$ cat config.mk
export PLATFORM = sky130hd
export DESIGN_NAME = ohp_port
export DESIGN_NICKNAME = d
export VERILOG_FILES = /design/src/rtl/ohp_pkg.sv /design/src/rtl/ohp_edge.sv /design/src/rtl/ohp_chan.sv /design/src/rtl/ohp_port.sv
export SDC_FILE = /design/constraint.sdc
export NUM_CORES = 2
export LEC_CHECK = 0
export BUFFER_PORTS_ARGS = -buffer_cell sky130_fd_sc_hd__buf_2
export CORE_ASPECT_RATIO = 1.25
export CORE_MARGIN = 2
export CORE_UTILIZATION = 40
export CTS_BUF_LIST = sky130_fd_sc_hd__clkbuf_4 sky130_fd_sc_hd__clkbuf_8
export DETAILED_ROUTE_END_ITERATION = 10
export PLACE_DENSITY = 0.6
export SYNTH_ARGS = -nofsm -noshare
export SYNTH_HDL_FRONTEND = slang
export SYNTH_HIERARCHICAL = 1
export SYNTH_SLANG_ARGS = --single-unit
$ cat constraint.sdc
create_clock -name sys_clk -period 2.54 [get_ports sys_clk]
set_input_delay 0.127 -clock sys_clk [delete_from_list [all_inputs] [get_ports sys_clk]]
set_output_delay 0.127 -clock sys_clk [all_outputs]
set_load 0.005 [all_outputs]
$ cat src/rtl/ohp_pkg.sv
package ohp_pkg;

  // Channel and register space
  localparam int NUM_CH       = 8;
  localparam int NUM_REG      = 16;
  localparam int IDX_LSB      = 0;
  localparam int IDX_MSB      = 3;
  localparam int CH_LSB       = 4;
  localparam int CH_MSB       = 6;
  localparam int GLOBAL_BIT   = 7;

  // Per-channel register indices, classic layout first
  localparam logic [3:0] REG_HOLD       = 4'h0;
  localparam logic [3:0] REG_INT_EN     = 4'h1;
  localparam logic [3:0] REG_INT_ID     = 4'h2;
  localparam logic [3:0] REG_LINE_CTL   = 4'h3;
  localparam logic [3:0] REG_MODEM_CTL  = 4'h4;
  localparam logic [3:0] REG_LINE_STAT  = 4'h5;
  localparam logic [3:0] REG_MODEM_STAT = 4'h6;
  localparam logic [3:0] REG_SCRATCH    = 4'h7;
  localparam logic [3:0] REG_FEAT_CTL   = 4'h8;
  localparam logic [3:0] REG_ENH_FEAT   = 4'h9;
  localparam logic [3:0] REG_TX_LEVEL   = 4'ha;
  localparam logic [3:0] REG_RX_LEVEL   = 4'hb;

  // Global register indices
  localparam logic [3:0] GREG_INT_SRC   = 4'h0;

  // Field positions
  localparam int FEATURE_CONTROL_REG_IR_INV_BIT  = 4;
  localparam int FEATURE_CONTROL_REG_DIR_CTL_BIT = 5;
  localparam int EFR_AUTO_OUT_BIT = 6;
  localparam int EFR_AUTO_IN_BIT  = 7;
  localparam int MCR_DTR_BIT      = 0;
  localparam int MCR_RTS_BIT      = 1;
  localparam int MCR_PAIR_BIT     = 2;
  localparam int MCR_IR_EN_BIT    = 6;
  localparam int LSR_RX_RDY_BIT   = 0;
  localparam int LSR_TX_ROOM_BIT  = 5;
  localparam int LSR_TX_EMPTY_BIT = 6;

  // Reset values and FIFO sizing
  localparam logic [7:0] REG_RESET  = 8'h00;
  localparam int         LVL_W      = 7;
  localparam logic [6:0] FIFO_DEPTH = 7'h40;
  localparam logic [6:0] LVL_ZERO   = 7'h00;
  localparam logic [6:0] LVL_ONE    = 7'h01;

  typedef logic [NUM_CH-1:0][NUM_REG-1:0][7:0] ohp_bank_t;

endpackage

$ cat src/rtl/ohp_edge.sv
`timescale 1ns/1ps

// Edge finder on a synchronous level
module ohp_edge
  import ohp_pkg::*;
(
  input  wire logic sys_clk,
  input  wire logic reset_n,
  input  wire logic lvl,
  output logic      rise,
  output logic      fall
);

  typedef struct packed {
    logic prev;
  } ohp_edge_st_t;

  ohp_edge_st_t st_r;
  ohp_edge_st_t st_nxt;

  // Previous sample only
  always_comb begin
    st_nxt      = st_r;
    st_nxt.prev = lvl;
  end

  always_ff @(posedge sys_clk) begin
    if (!reset_n) begin
      st_r <= '0;
    end else begin
      st_r <= st_nxt;
    end
  end

  assign rise = lvl & ~st_r.prev;
  assign fall = ~lvl & st_r.prev;

endmodule

$ cat src/rtl/ohp_chan.sv
`timescale 1ns/1ps

// Pin roles and FIFO level counters of one serial channel
module ohp_chan
  import ohp_pkg::*;
(
  input  wire logic             sys_clk,
  input  wire logic             reset_n,
  input  wire logic [7:0]       feature_control_reg,
  input  wire logic [7:0]       enhanced_feature_reg,
  input  wire logic [7:0]       modem_control_reg,
  input  wire logic             rx_pin,
  input  wire logic             cts_n,
  input  wire logic             dsr_n,
  input  wire logic             tx_ser,
  input  wire logic             tx_ir,
  input  wire logic             tx_busy,
  input  wire logic             rx_stop,
  input  wire logic             host_push,
  input  wire logic             host_pop,
  input  wire logic             core_pop,
  input  wire logic             core_push,
  output logic                  tx_pin,
  output logic                  rts_n,
  output logic                  dtr_n,
  output logic                  rx_line,
  output logic                  tx_hold,
  output logic [LVL_W-1:0]      tx_lvl,
  output logic [LVL_W-1:0]      rx_lvl
);

  typedef struct packed {
    logic             tx_pin;
    logic             rts_n;
    logic             dtr_n;
    logic             rx_line;
    logic             tx_hold;
    logic [LVL_W-1:0] tx_lvl;
    logic [LVL_W-1:0] rx_lvl;
  } ohp_chan_st_t;

  ohp_chan_st_t st_r;
  ohp_chan_st_t st_nxt;
  logic         ir_on;
  logic         pair_dtr;
  logic         auto_out;
  logic         hs_out_n;

  // Pin role selection; outputs registered so pins never glitch
  always_comb begin
    st_nxt   = st_r;
    ir_on    = modem_control_reg[MCR_IR_EN_BIT];
    pair_dtr = modem_control_reg[MCR_PAIR_BIT];
    auto_out = feature_control_reg[FEATURE_CONTROL_REG_DIR_CTL_BIT] | enhanced_feature_reg[EFR_AUTO_OUT_BIT];
    // Direction control wins over flow control: asserted while sending
    hs_out_n = feature_control_reg[FEATURE_CONTROL_REG_DIR_CTL_BIT] ? ~tx_busy : rx_stop;
    st_nxt.rx_line = ir_on ? (rx_pin ^ feature_control_reg[FEATURE_CONTROL_REG_IR_INV_BIT]) : rx_pin;
    st_nxt.tx_pin  = ir_on ? tx_ir : tx_ser;
    st_nxt.rts_n   = (auto_out && !pair_dtr) ? hs_out_n : ~modem_control_reg[MCR_RTS_BIT];
    st_nxt.dtr_n   = (auto_out && pair_dtr) ? hs_out_n : ~modem_control_reg[MCR_DTR_BIT];
    st_nxt.tx_hold = enhanced_feature_reg[EFR_AUTO_IN_BIT] & (pair_dtr ? dsr_n : cts_n);
    // Level counters of the 64-byte FIFOs, guarded at both ends
    if (host_push && !core_pop && st_r.tx_lvl != FIFO_DEPTH) begin
      st_nxt.tx_lvl = st_r.tx_lvl + LVL_ONE;
    end else if (core_pop && !host_push && st_r.tx_lvl != LVL_ZERO) begin
      st_nxt.tx_lvl = st_r.tx_lvl - LVL_ONE;
    end
    if (core_push && !host_pop && st_r.rx_lvl != FIFO_DEPTH) begin
      st_nxt.rx_lvl = st_r.rx_lvl + LVL_ONE;
    end else if (host_pop && !core_push && st_r.rx_lvl != LVL_ZERO) begin
      st_nxt.rx_lvl = st_r.rx_lvl - LVL_ONE;
    end
  end

  always_ff @(posedge sys_clk) begin
    if (!reset_n) begin
      st_r         <= '0;
      st_r.tx_pin  <= 1'b1;
      st_r.rts_n   <= 1'b1;
      st_r.dtr_n   <= 1'b1;
      st_r.rx_line <= 1'b1;
    end else begin
      st_r <= st_nxt;
    end
  end

  assign tx_pin  = st_r.tx_pin;
  assign rts_n   = st_r.rts_n;
  assign dtr_n   = st_r.dtr_n;
  assign rx_line = st_r.rx_line;
  assign tx_hold = st_r.tx_hold;
  assign tx_lvl  = st_r.tx_lvl;
  assign rx_lvl  = st_r.rx_lvl;
endmodule

$ cat src/rtl/ohp_port.sv
`timescale 1ns/1ps

// Overview of operation
// - Address bits 3:0 pick channel register
// - Address bits 6:4 pick the channel
// - Address bit 7 selects global registers
// - Eight-bit bidirectional data bus
// - Mode pin high selects two-strobe mode
// - Read strobe fall places register byte
// - Write strobe closing edge stores byte
// - Mode low: write strobe is direction
// - Mode low: chip select is strobe
// - One shared open-drain interrupt output
// - Global register shows all channel interrupts
// - Each channel has 64-byte FIFOs
// - Receive idles high, infrared inversion bit 4
// - Transmit pin carries serial or infrared
// - Handshake outputs: flow or direction control
// - Enhanced bits 6 and 7 enable auto
// - First eight registers keep classic layout
module ohp_port
  import ohp_pkg::*;
(
  input  wire logic                    sys_clk,
  input  wire logic                    reset_n,
  input  wire logic                    bus_mode_sel,
  input  wire logic                    chip_sel_n,
  input  wire logic                    read_strobe_n,
  input  wire logic                    write_strobe_n,
  input  wire logic [7:0]              addr,
  input  wire logic [7:0]              data_in,
  output logic [7:0]                   data_out,
  output logic                         data_oe_n,
  output logic                         irq_out,
  output logic                         irq_oe_n,
  input  wire logic [NUM_CH-1:0]       chan_irq,
  input  wire logic [NUM_CH-1:0][7:0]  rx_core_byte,
  output logic [NUM_CH-1:0]            rx_pop,
  output logic [NUM_CH-1:0]            tx_push,
  output logic [7:0]                   tx_byte,
  input  wire logic [NUM_CH-1:0]       core_tx_pop,
  input  wire logic [NUM_CH-1:0]       core_rx_push,
  input  wire logic [NUM_CH-1:0]       rx_pin,
  input  wire logic [NUM_CH-1:0]       cts_n,
  input  wire logic [NUM_CH-1:0]       dsr_n,
  input  wire logic [NUM_CH-1:0]       tx_ser,
  input  wire logic [NUM_CH-1:0]       tx_ir,
  input  wire logic [NUM_CH-1:0]       tx_busy,
  input  wire logic [NUM_CH-1:0]       rx_stop,
  output logic [NUM_CH-1:0]            tx_pin,
  output logic [NUM_CH-1:0]            rts_n,
  output logic [NUM_CH-1:0]            dtr_n,
  output logic [NUM_CH-1:0]            rx_line,
  output logic [NUM_CH-1:0]            tx_hold
);

  typedef struct packed {
    logic [7:0]        dout;
    logic              oe_n;
    logic              irq_oe_n;
    logic              glob;
    logic [2:0]        ch;
    logic [3:0]        idx;
    logic [7:0]        wdata;
    logic [NUM_CH-1:0] tx_push;
    logic [7:0]        tx_byte;
    logic [NUM_CH-1:0] rx_pop;
    ohp_bank_t         bank;
  } ohp_port_st_t;

  ohp_port_st_t st_r;
  ohp_port_st_t st_nxt;

  logic                          rd_act;
  logic                          wr_act;
  logic                          rd_start;
  logic                          rd_end;
  logic                          wr_start;
  logic                          wr_end;
  logic [2:0]                    a_ch;
  logic [3:0]                    a_idx;
  logic                          a_glob;
  logic [7:0]                    rd_val;
  logic [7:0]                    lsr_val;
  logic [NUM_CH-1:0][LVL_W-1:0]  tx_lvl;
  logic [NUM_CH-1:0][LVL_W-1:0]  rx_lvl;

  // Address fields of the current bus cycle
  assign a_idx  = addr[IDX_MSB:IDX_LSB];
  assign a_ch   = addr[CH_MSB:CH_LSB];
  assign a_glob = addr[GLOBAL_BIT];

  // Strobe decode for both bus modes; the write level is the same in both
  always_comb begin
    if (bus_mode_sel) begin
      // Chip select gates both strobes, so a deselected bus is idle
      rd_act = !chip_sel_n && !read_strobe_n;
      wr_act = !chip_sel_n && !write_strobe_n;
    end else begin
      // Read strobe pin is ignored here; the host ties it high
      rd_act = !chip_sel_n && write_strobe_n;
      wr_act = !chip_sel_n && !write_strobe_n;
    end
  end

  ohp_edge u_rd_edge (
    .sys_clk (sys_clk),
    .reset_n (reset_n),
    .lvl     (rd_act),
    .rise    (rd_start),
    .fall    (rd_end)
  );

  ohp_edge u_wr_edge (
    .sys_clk (sys_clk),
    .reset_n (reset_n),
    .lvl     (wr_act),
    .rise    (wr_start),
    .fall    (wr_end)
  );

  // Line status built from the channel FIFO levels
  always_comb begin
    lsr_val                   = REG_RESET;
    lsr_val[LSR_RX_RDY_BIT]   = rx_lvl[a_ch] != LVL_ZERO;
    lsr_val[LSR_TX_ROOM_BIT]  = tx_lvl[a_ch] != FIFO_DEPTH;
    lsr_val[LSR_TX_EMPTY_BIT] = tx_lvl[a_ch] == LVL_ZERO;
  end

  // Read value for the address on the bus; classic layout in indices 0-7
  always_comb begin
    rd_val = REG_RESET;
    if (a_glob) begin
      if (a_idx == GREG_INT_SRC) begin
        rd_val = chan_irq;
      end
    end else begin
      case (a_idx)
        REG_HOLD:      rd_val = rx_core_byte[a_ch];
        REG_LINE_STAT: rd_val = lsr_val;
        REG_TX_LEVEL:  rd_val = {1'b0, tx_lvl[a_ch]};
        REG_RX_LEVEL:  rd_val = {1'b0, rx_lvl[a_ch]};
        default:       rd_val = st_r.bank[a_ch][a_idx];
      endcase
    end
  end

  // Bus cycle engine
  always_comb begin
    st_nxt         = st_r;
    st_nxt.tx_push = '0;
    st_nxt.rx_pop  = '0;
    // Any channel pending pulls the shared line low
    st_nxt.irq_oe_n = ~(|chan_irq);
    // Address is taken at the opening edge of either strobe
    if (rd_start || wr_start) begin
      st_nxt.glob = a_glob;
      st_nxt.ch   = a_ch;
      st_nxt.idx  = a_idx;
    end
    // Read: byte placed at the opening edge, bus released at the close
    if (rd_start) begin
      st_nxt.dout = rd_val;
      st_nxt.oe_n = 1'b0;
      if (!a_glob && a_idx == REG_HOLD && rx_lvl[a_ch] != LVL_ZERO) begin
        st_nxt.rx_pop[a_ch] = 1'b1;
      end
    end else if (rd_end) begin
      st_nxt.oe_n = 1'b1;
    end
    // Write: data tracked while active, committed at the closing edge
    if (wr_act) begin
      st_nxt.wdata = data_in;
    end
    if (wr_end && !st_r.glob) begin
      case (st_r.idx)
        REG_HOLD: begin
          // A full FIFO drops the byte, as a classic part would
          if (tx_lvl[st_r.ch] != FIFO_DEPTH) begin
            st_nxt.tx_push[st_r.ch] = 1'b1;
            st_nxt.tx_byte          = st_r.wdata;
          end
        end
        REG_LINE_STAT, REG_TX_LEVEL, REG_RX_LEVEL: begin
          st_nxt.bank = st_r.bank;                                 // Read-only status
        end
        default: begin
          st_nxt.bank[st_r.ch][st_r.idx] = st_r.wdata;
        end
      endcase
    end
  end

  always_ff @(posedge sys_clk) begin
    if (!reset_n) begin
      st_r          <= '0;
      st_r.oe_n     <= 1'b1;
      st_r.irq_oe_n <= 1'b1;
    end else begin
      st_r <= st_nxt;
    end
  end

  // Open-drain line: level is always low, only the enable moves
  assign irq_out   = 1'b0;
  assign irq_oe_n  = st_r.irq_oe_n;
  assign data_out  = st_r.dout;
  assign data_oe_n = st_r.oe_n;
  assign tx_push   = st_r.tx_push;
  assign tx_byte   = st_r.tx_byte;
  assign rx_pop    = st_r.rx_pop;

  // Per-channel pin roles and FIFO accounting
  genvar g;
  generate
    for (g = 0; g < NUM_CH; g++) begin : g_ch
      ohp_chan u_chan (
        .sys_clk   (sys_clk),
        .reset_n   (reset_n),
        .feature_control_reg      (st_r.bank[g][REG_FEAT_CTL]),
        .enhanced_feature_reg       (st_r.bank[g][REG_ENH_FEAT]),
        .modem_control_reg       (st_r.bank[g][REG_MODEM_CTL]),
        .rx_pin    (rx_pin[g]),
        .cts_n     (cts_n[g]),
        .dsr_n     (dsr_n[g]),
        .tx_ser    (tx_ser[g]),
        .tx_ir     (tx_ir[g]),
        .tx_busy   (tx_busy[g]),
        .rx_stop   (rx_stop[g]),
        .host_push (st_r.tx_push[g]),
        .host_pop  (st_r.rx_pop[g]),
        .core_pop  (core_tx_pop[g]),
        .core_push (core_rx_push[g]),
        .tx_pin    (tx_pin[g]),
        .rts_n     (rts_n[g]),
        .dtr_n     (dtr_n[g]),
        .rx_line   (rx_line[g]),
        .tx_hold   (tx_hold[g]),
        .tx_lvl    (tx_lvl[g]),
        .rx_lvl    (rx_lvl[g])
      );
    end
  endgenerate
endmodule

# Word-level counts from Yosys, hierarchy flattened
# Index checks and enable logic that the tools add are counted.
[word_totals]
ff_bits = 1228
in_bits = 166
output_inout_bits = 75
wordCells = 602
[op_classes]
addsub = 32
n_lt_le_gt_ge = 7
n_eq_ne = 24
mux = 107
n_bitwise = 58
n_reduce_logical = 178
[ops]
columns = ["cell", "n"]
rows = [
  ["1024-bit bitwise mux", 1],
  ["128-bit binary-select mux with 3-bit select", 1],
  ["128-bit demux with 3-bit select", 1],
  ["128-bit two-way mux", 2],
  ["7-bit two-way mux", 35],
  ["7-bit != test (second input constant)", 18],
  ["7-bit nonzero test", 17],
  ["7-bit by 1-bit adder with 7-bit output (second input constant)", 16],
  ["7-bit by 1-bit subtractor with 7-bit output (second input constant)", 16],
  ["1-bit logical AND", 89],
  ["7-bit binary-select mux with 3-bit select", 3],
  ["1-bit two-way mux", 53],
  ["1-bit logical NOT", 45],
  ["8-bit two-way mux", 5],
  ["2-bit nonzero test", 17],
  ["8-bit binary-select mux with 4-bit select", 1],
  ["8-bit demux with 4-bit select", 1],
  ["8-bit case mux with 4 select lines", 1],
  ["1-bit NOT", 30],
  ["8-bit binary-select mux with 3-bit select", 1],
  ["4-bit equality test (second input constant)", 4],
  ["1-bit AND", 12],
  ["4-bit by 5-bit less-than comparator with 1-bit output (second input constant)", 2],
  ["4-bit by 3-bit equality test with 1-bit output (second input constant)", 2],
  ["other kinds (14)", 33],
]

# Longest topological paths before layout
[depth]
depth_word = 7
mapped_depth = 13
depth_no_buf = 9

# Modules after synthesis
# Netlist, hierarchy kept.
[modules_own_cells]
columns = ["module", "n_inst", "cells_per_inst", "area_each_um2", "seq_area_each_um2"]
rows = [
  ["ohp_port", 1, 5487, 48097.4, 20699.9],
  ["ohp_chan (g_ch[0].u_chan ...)", 7, 137, 1272.5, 380.4],
  ["ohp_chan (g_ch[2].u_chan)", 1, 138, 1288.7, 380.4],
  ["ohp_edge", 2, 4, 38.8, 20.0],
]

# Worst setup path before layout
# No wires, ideal clock.
[synth_timing]
path_kind = "register -> register"
start = "register g_ch[2].u_chan.st_r (netlist bit g_ch[2].u_chan/rx_lvl[0])"
end = "register g_ch[2].u_chan.st_r (netlist bit g_ch[2].u_chan/rx_lvl[6])"
setup_time_ns = 0.092
arrival_time_ns = 2.446
t_required_ns = 2.448
path_slack_ns = 0.002
path_stages_with_launch = 10
path_buffers = 0
period_less_slack_ns = 2.538
path_cell_list = "dfxtp_1 nor4_2 a31oi_1 nand2_1 fa_1 a211oi_1 o21bai_1 a2111oi_2 a2bb2oi_1 o32ai_1"
[synth_between]
elab_chain_len = 3
word_cells_on_any_way = 9
classes_between = "2 x add/sub; 1 x eq/ne; 2 x mux; 4 x reduce/logical"
[synth_rtl]
columns = ["item", "line_no", "text"]
rows = [
  ["from (decl)", "ohp_chan.sv:42", "ohp_chan_st_t st_r;"],
  ["from (signal assigned)", "ohp_chan.sv:83", "st_r <= st_nxt;"],
  ["7-bit by 1-bit subtractor with 7-bit output (tied with other cells)", "ohp_chan.sv:71", "st_nxt.rx_lvl = st_r.rx_lvl - LVL_ONE;"],
  ["7-bit two-way mux (tied with other cells)", "ohp_chan.sv:70", "end else if (host_pop && !core_push && st_r.rx_lvl != LVL_ZERO) begin"],
  ["7-bit two-way mux / 2-bit nonzero test (equally long branches)", "n/a", ""],
]
# Parallel ways exist; a longest one is shown, timed or not. The select of a mux whose other input is x is not followed.
# A chain may end at the register's enable or synchronous reset.

# Worst setup path after layout
[layout_timing]
start = "register u_wr_edge.st_r"
end = "register st_r[73] (netlist bit)"
[layout_between]
elab_chain_len = 3
[layout_rtl]
columns = ["item", "line_no", "text"]
rows = [
  ["from (decl)", "ohp_edge.sv:18", "ohp_edge_st_t st_r;"],
  ["from (signal assigned)", "ohp_edge.sv:31", "st_r <= st_nxt;"],
  ["1-bit AND", "ohp_edge.sv:36", "assign fall = ~lvl & st_r.prev;"],
  ["net wr_end", "ohp_port.sv:79", "logic wr_end;"],
  ["1-bit logical AND", "ohp_port.sv:175", "if (wr_end && !st_r.glob) begin"],
  ["2-bit AND reduction (no source line)", "n/a", ""],
  ["to (signal assigned)", "ohp_port.sv:200", "st_r <= st_nxt;"],
  ["to (decl)", "ohp_port.sv:71", "ohp_port_st_t st_r;"],
]
# The timed path passes the listed nets, and every way through them passes these cells.

==> impl_metrics.toml <==
[run]
cap_violations = 0

[clocking]
clock_sinks = 1188
clkSlewWorstSetupHoldPaths_ns = 0.07
worstSkewPairLatency_ns = 1.02
cts_max_level = 4
cts_buffer_depth = 3
cts_tree = "done"
clk_root_buffer_cell = "clkbuf_8"
cts_made_buffers = 199

[floorplan]
die_w_um = 346
rows = 156
coreArea_um2 = 145000
start_util_pct = 40.3
die_h_um = 431
ios = 241
dieArea_um2 = 149000

[detailed_routing]
vias = 55900
vias_per_cell = 5.89
drc_errors = 0
routed_wl_mm = 239
first_pass_iters = 6
ant_nets = 0
drtIter0Drc = 5769
wl_per_cell_um = 25.2

[grt]
track_usage_pct = 30.6
antenna_found_initial = 9
grt_max_degree = 194
grt_pass1_wl_mm = 348
grt_pass1_vias = 54100
grt-ovfl-total = 0

[timing]
drv_slew = 0
grt_setup_unrepaired = "true"
max_freq_mhz = 392
setup_viol_count_final = 3
period_needed_ns = 2.55
max-slew-margin-rel_pct = 43.4
tightest_slew_ns = 0.848
worst_slack_ns = -0.0130
finalHoldViolations = 0
fin_crit_sh_pct = 101
skew_ns = 0.0837

[power_and_ir_drop]
power_frac_seq_pct = 40.0
pwr-share-comb_pct = 21.6
ir_drop_v = 0.000656
p_sw_w = 0.0153
intPower_w = 0.0349
p_leak_nw = 27.7
power_density_nw_per_um2 = 678
swShare_pct = 30.5
pwr-share-clk_pct = 38.3

[synth]
synth.avg_cell_area_um2 = 8.85
synth_cells = 6592
synthFlopType = "dfxtp_1"
synth-seq-cells = 1188
synth-seq-area-share_pct = 40.7
synth_nets = 6862
synth_edf_count = 0
async_reset_ff_share_pct = 0
yosysWarnings = 6
synth_area_um2 = 58400
post_synth_num_cell_types = 85

[place]
numPortBuffers = 239
placedCellCount = 8902
post-place-ws_ns = -0.548
gp_congestion = 0.973
dp_hpwl_mm = 162

[cells_and_area]
drive_gt1_share_pct = 23.9
layoutNonFillerInstCount = 9491
fill_cells = 13400
final_nets = 7697
syn_to_final_growth_pct = 26.9

[worst_setup_path]
crit_type = "reg -> reg"
worstPathRequired_ns = 3.39
arrival_ns = 3.40
critPathMaxFanout = 6
end_kind = "flop"
reg2reg_to = "st_r[73]$_SDFFE_PN0P_"
r2r_cells = 12
critPathLaunchType = "flop"
regToRegSetupSlack_ns = -0.01
r2r-start = "u_wr_edge/st_r$_SDFF_PN0_"

[status]
status = "finished, violations left"
violations = "setup timing"

[worst_hold_path]
hold_path_depth = 7
worst_hold_path.endpoint = "data_out[4]$_SDFFE_PN0P_"
hp-class = "in -> reg"
hp-start = "rx_core_byte[28]"
## layout by cell type, fill, tap and decap left out, types with 117 or more instances in the layout
cell type      synthesis  final
buf_2                101    234
o21ai_0              418    416
nor2_1               223    211
dfxtp_1             1188   1167
mux2i_1              228    227
clkbuf_8               0    256
a21boi_1              46    117
buf_4                 67    641
a21boi_0             739    666
nand2_1             1035    966
a21oi_1              178    178
nand3_1              537    536
and2_1               224    223
dlygate4sd3_1          0    200
## cell usage after synthesis, types with 26 or more instances
cell type | instances | area (µm²)
nand3_1 | 537 | 2690
o21ai_0 | 418 | 2090
nor3_1 | 31 | 155
a211oi_1 | 36 | 270
nand3b_1 | 26 | 195
a21o_1 | 40 | 300
a221oi_1 | 71 | 622
and3_1 | 36 | 225
buf_4 | 67 | 503
dfxtp_1 | 1188 | 23800
mux2i_1 | 228 | 2280
a21boi_1 | 46 | 345
ha_1 | 88 | 1100
a21boi_0 | 739 | 5550
buf_2 | 101 | 505
clkbuf_1 | 398 | 1490
mux4_2 | 115 | 2590
mux2_2 | 75 | 845
nand2_1 | 1035 | 3880
o211ai_1 | 27 | 203
a21oi_1 | 178 | 891
inv_1 | 32 | 120
xnor2_1 | 41 | 359
a31oi_1 | 33 | 206
xor2_1 | 41 | 359
nor2_1 | 223 | 837
nor2b_1 | 55 | 344
a22oi_1 | 73 | 548
and2_1 | 224 | 1400
## area by class of cell
class,count,area (µm²),area share (%)
clock inverters,39,452,0.610
clock buffers,325,4040,5.46
multi-input cells,4785,32600,44.0
inverters,34,129,0.174
repair buffers,1219,10700,14.4
flip-flops and latches,1188,23800,32.2
diodes,5,12.5,0.0169
well taps,1896,2370,3.20
## power groups by stage
| stage | Clock (W) | Sequential (W) | Combinational [W] |
|---|---|---|---|
| floorplan | 0 | 0.0203 | 0.00659 |
| global placement | 0 | 0.0204 | 0.00998 |
| detailed placement | 0 | 0.0204 | 0.0102 |
| CTS | 0.0195 | 0.0200 | 0.0105 |
| global route | 0.0203 | 0.0202 | 0.0117 |
| finish | 0.0193 | 0.0201 | 0.0109 |
## logic make-up (layout without fill, tap and decap cells)
| kind of cell | Yosys count | after routing | share of synthesized area (%) |
|---|---|---|---|
| compound gates | 1868 | 1868 | 22.2 |
| mux | 419 | 419 | 9.83 |
| xor+xnor | 82 | 82 | 1.23 |
| buf+inv | 619 | 1617 | 4.79 |
| simple gates | 2311 | 2311 | 18.7 |
| other cells | 1 | 6 | 0.00642 |
| fa+ha+maj | 104 | 104 | 2.44 |
| flops | 1188 | 1188 | 40.7 |
## through the flow
step / utilization, % / hold slack (ns) / power (W) / setup TNS [ns] / cell area [µm²]
after floorplan: - / 0.252 / 0.0269 / 0 / 58400
after CTS: 50.4 / 0.00700 / 0.0499 / 0 / 73000
after global placement: 45.8 / 0.336 / 0.0303 / -89.65 / 66400
final: 51.1 / 0.0131 / 0.0502 / -0.0219 / 74100
after global routing: 51.1 / 0.0276 / 0.0521 / -5.95 / 74100
after detailed placement: 45.8 / 0.342 / 0.0305 / -108.72 / 66400
## routing by layer
metal  global-route usage, %  share of wire, %
met1                    37.1                39
met3                    6.04               7.7
met5                       0             0.015
met2                    50.1                46
met4                    18.7               6.9
## state kept, by name, summed over array words and instances (netlist names), 8 cells and up
register             count
data_out                 8
g_ch.u_chan/dtr_n        8
g_ch.u_chan/rts_n        8
g_ch.u_chan/rx_line      8
g_ch.u_chan/rx_lvl      56
g_ch.u_chan/tx_hold      8
g_ch.u_chan/tx_lvl      56
g_ch.u_chan/tx_pin       8
rx_pop                   8
st_r                  1000
tx_byte                  8
tx_push                  8
## worst max-delay path, cell delays in order, from the launching register on
cell	delay, ns
dfxtp_2	0.32
nor2b_4	0.23
inv_2	0.07
a2111oi_4	0.37
nand2b_1	0.22
buf_6	0.19
nor3_4	0.17
buf_8	0.22
buf_16	0.24
nand2_8	0.09
buf_8	0.15
nand2_1	0.07
a21boi_1	0.06
## timing repair
| item | in CTS | in global routing |
|---|---|---|
| hold buffers | 200 | 0 |
| setup endpoints to repair | 507 | 265 |
| hold endpoints to repair | 838 | 0 |
| pin swaps | 1 | 37 |
| gates cloned | 1 | 9 |
| gates resized for setup | 18 | 267 |
| setup buffers | 2 | 9 |
## how the worst max path moves through the flow
stage                                                      from                                    end  slack (ns)  cells past startpoint
after global placement                                  addr[4]               data_out[2]$_SDFFE_PN0P_       -0.55                     11
after global routing                  u_wr_edge/st_r$_SDFF_PN0_                  st_r[60]$_SDFFE_PN0P_       -0.12                     11
final                                 u_wr_edge/st_r$_SDFF_PN0_                  st_r[73]$_SDFFE_PN0P_       -0.01                     12
after floorplan           g_ch[2].u_chan/rx_lvl[0]$_SDFFE_PN0P_  g_ch[2].u_chan/rx_lvl[6]$_SDFFE_PN0P_       0.002                      9
after detailed placement                                addr[4]               data_out[2]$_SDFFE_PN0P_       -0.55                     11
after CTS                 g_ch[2].u_chan/rx_lvl[0]$_SDFFE_PN0P_  g_ch[2].u_chan/rx_lvl[6]$_SDFFE_PN0P_       0.007                      9
Power figures use the tool's default switching activity.
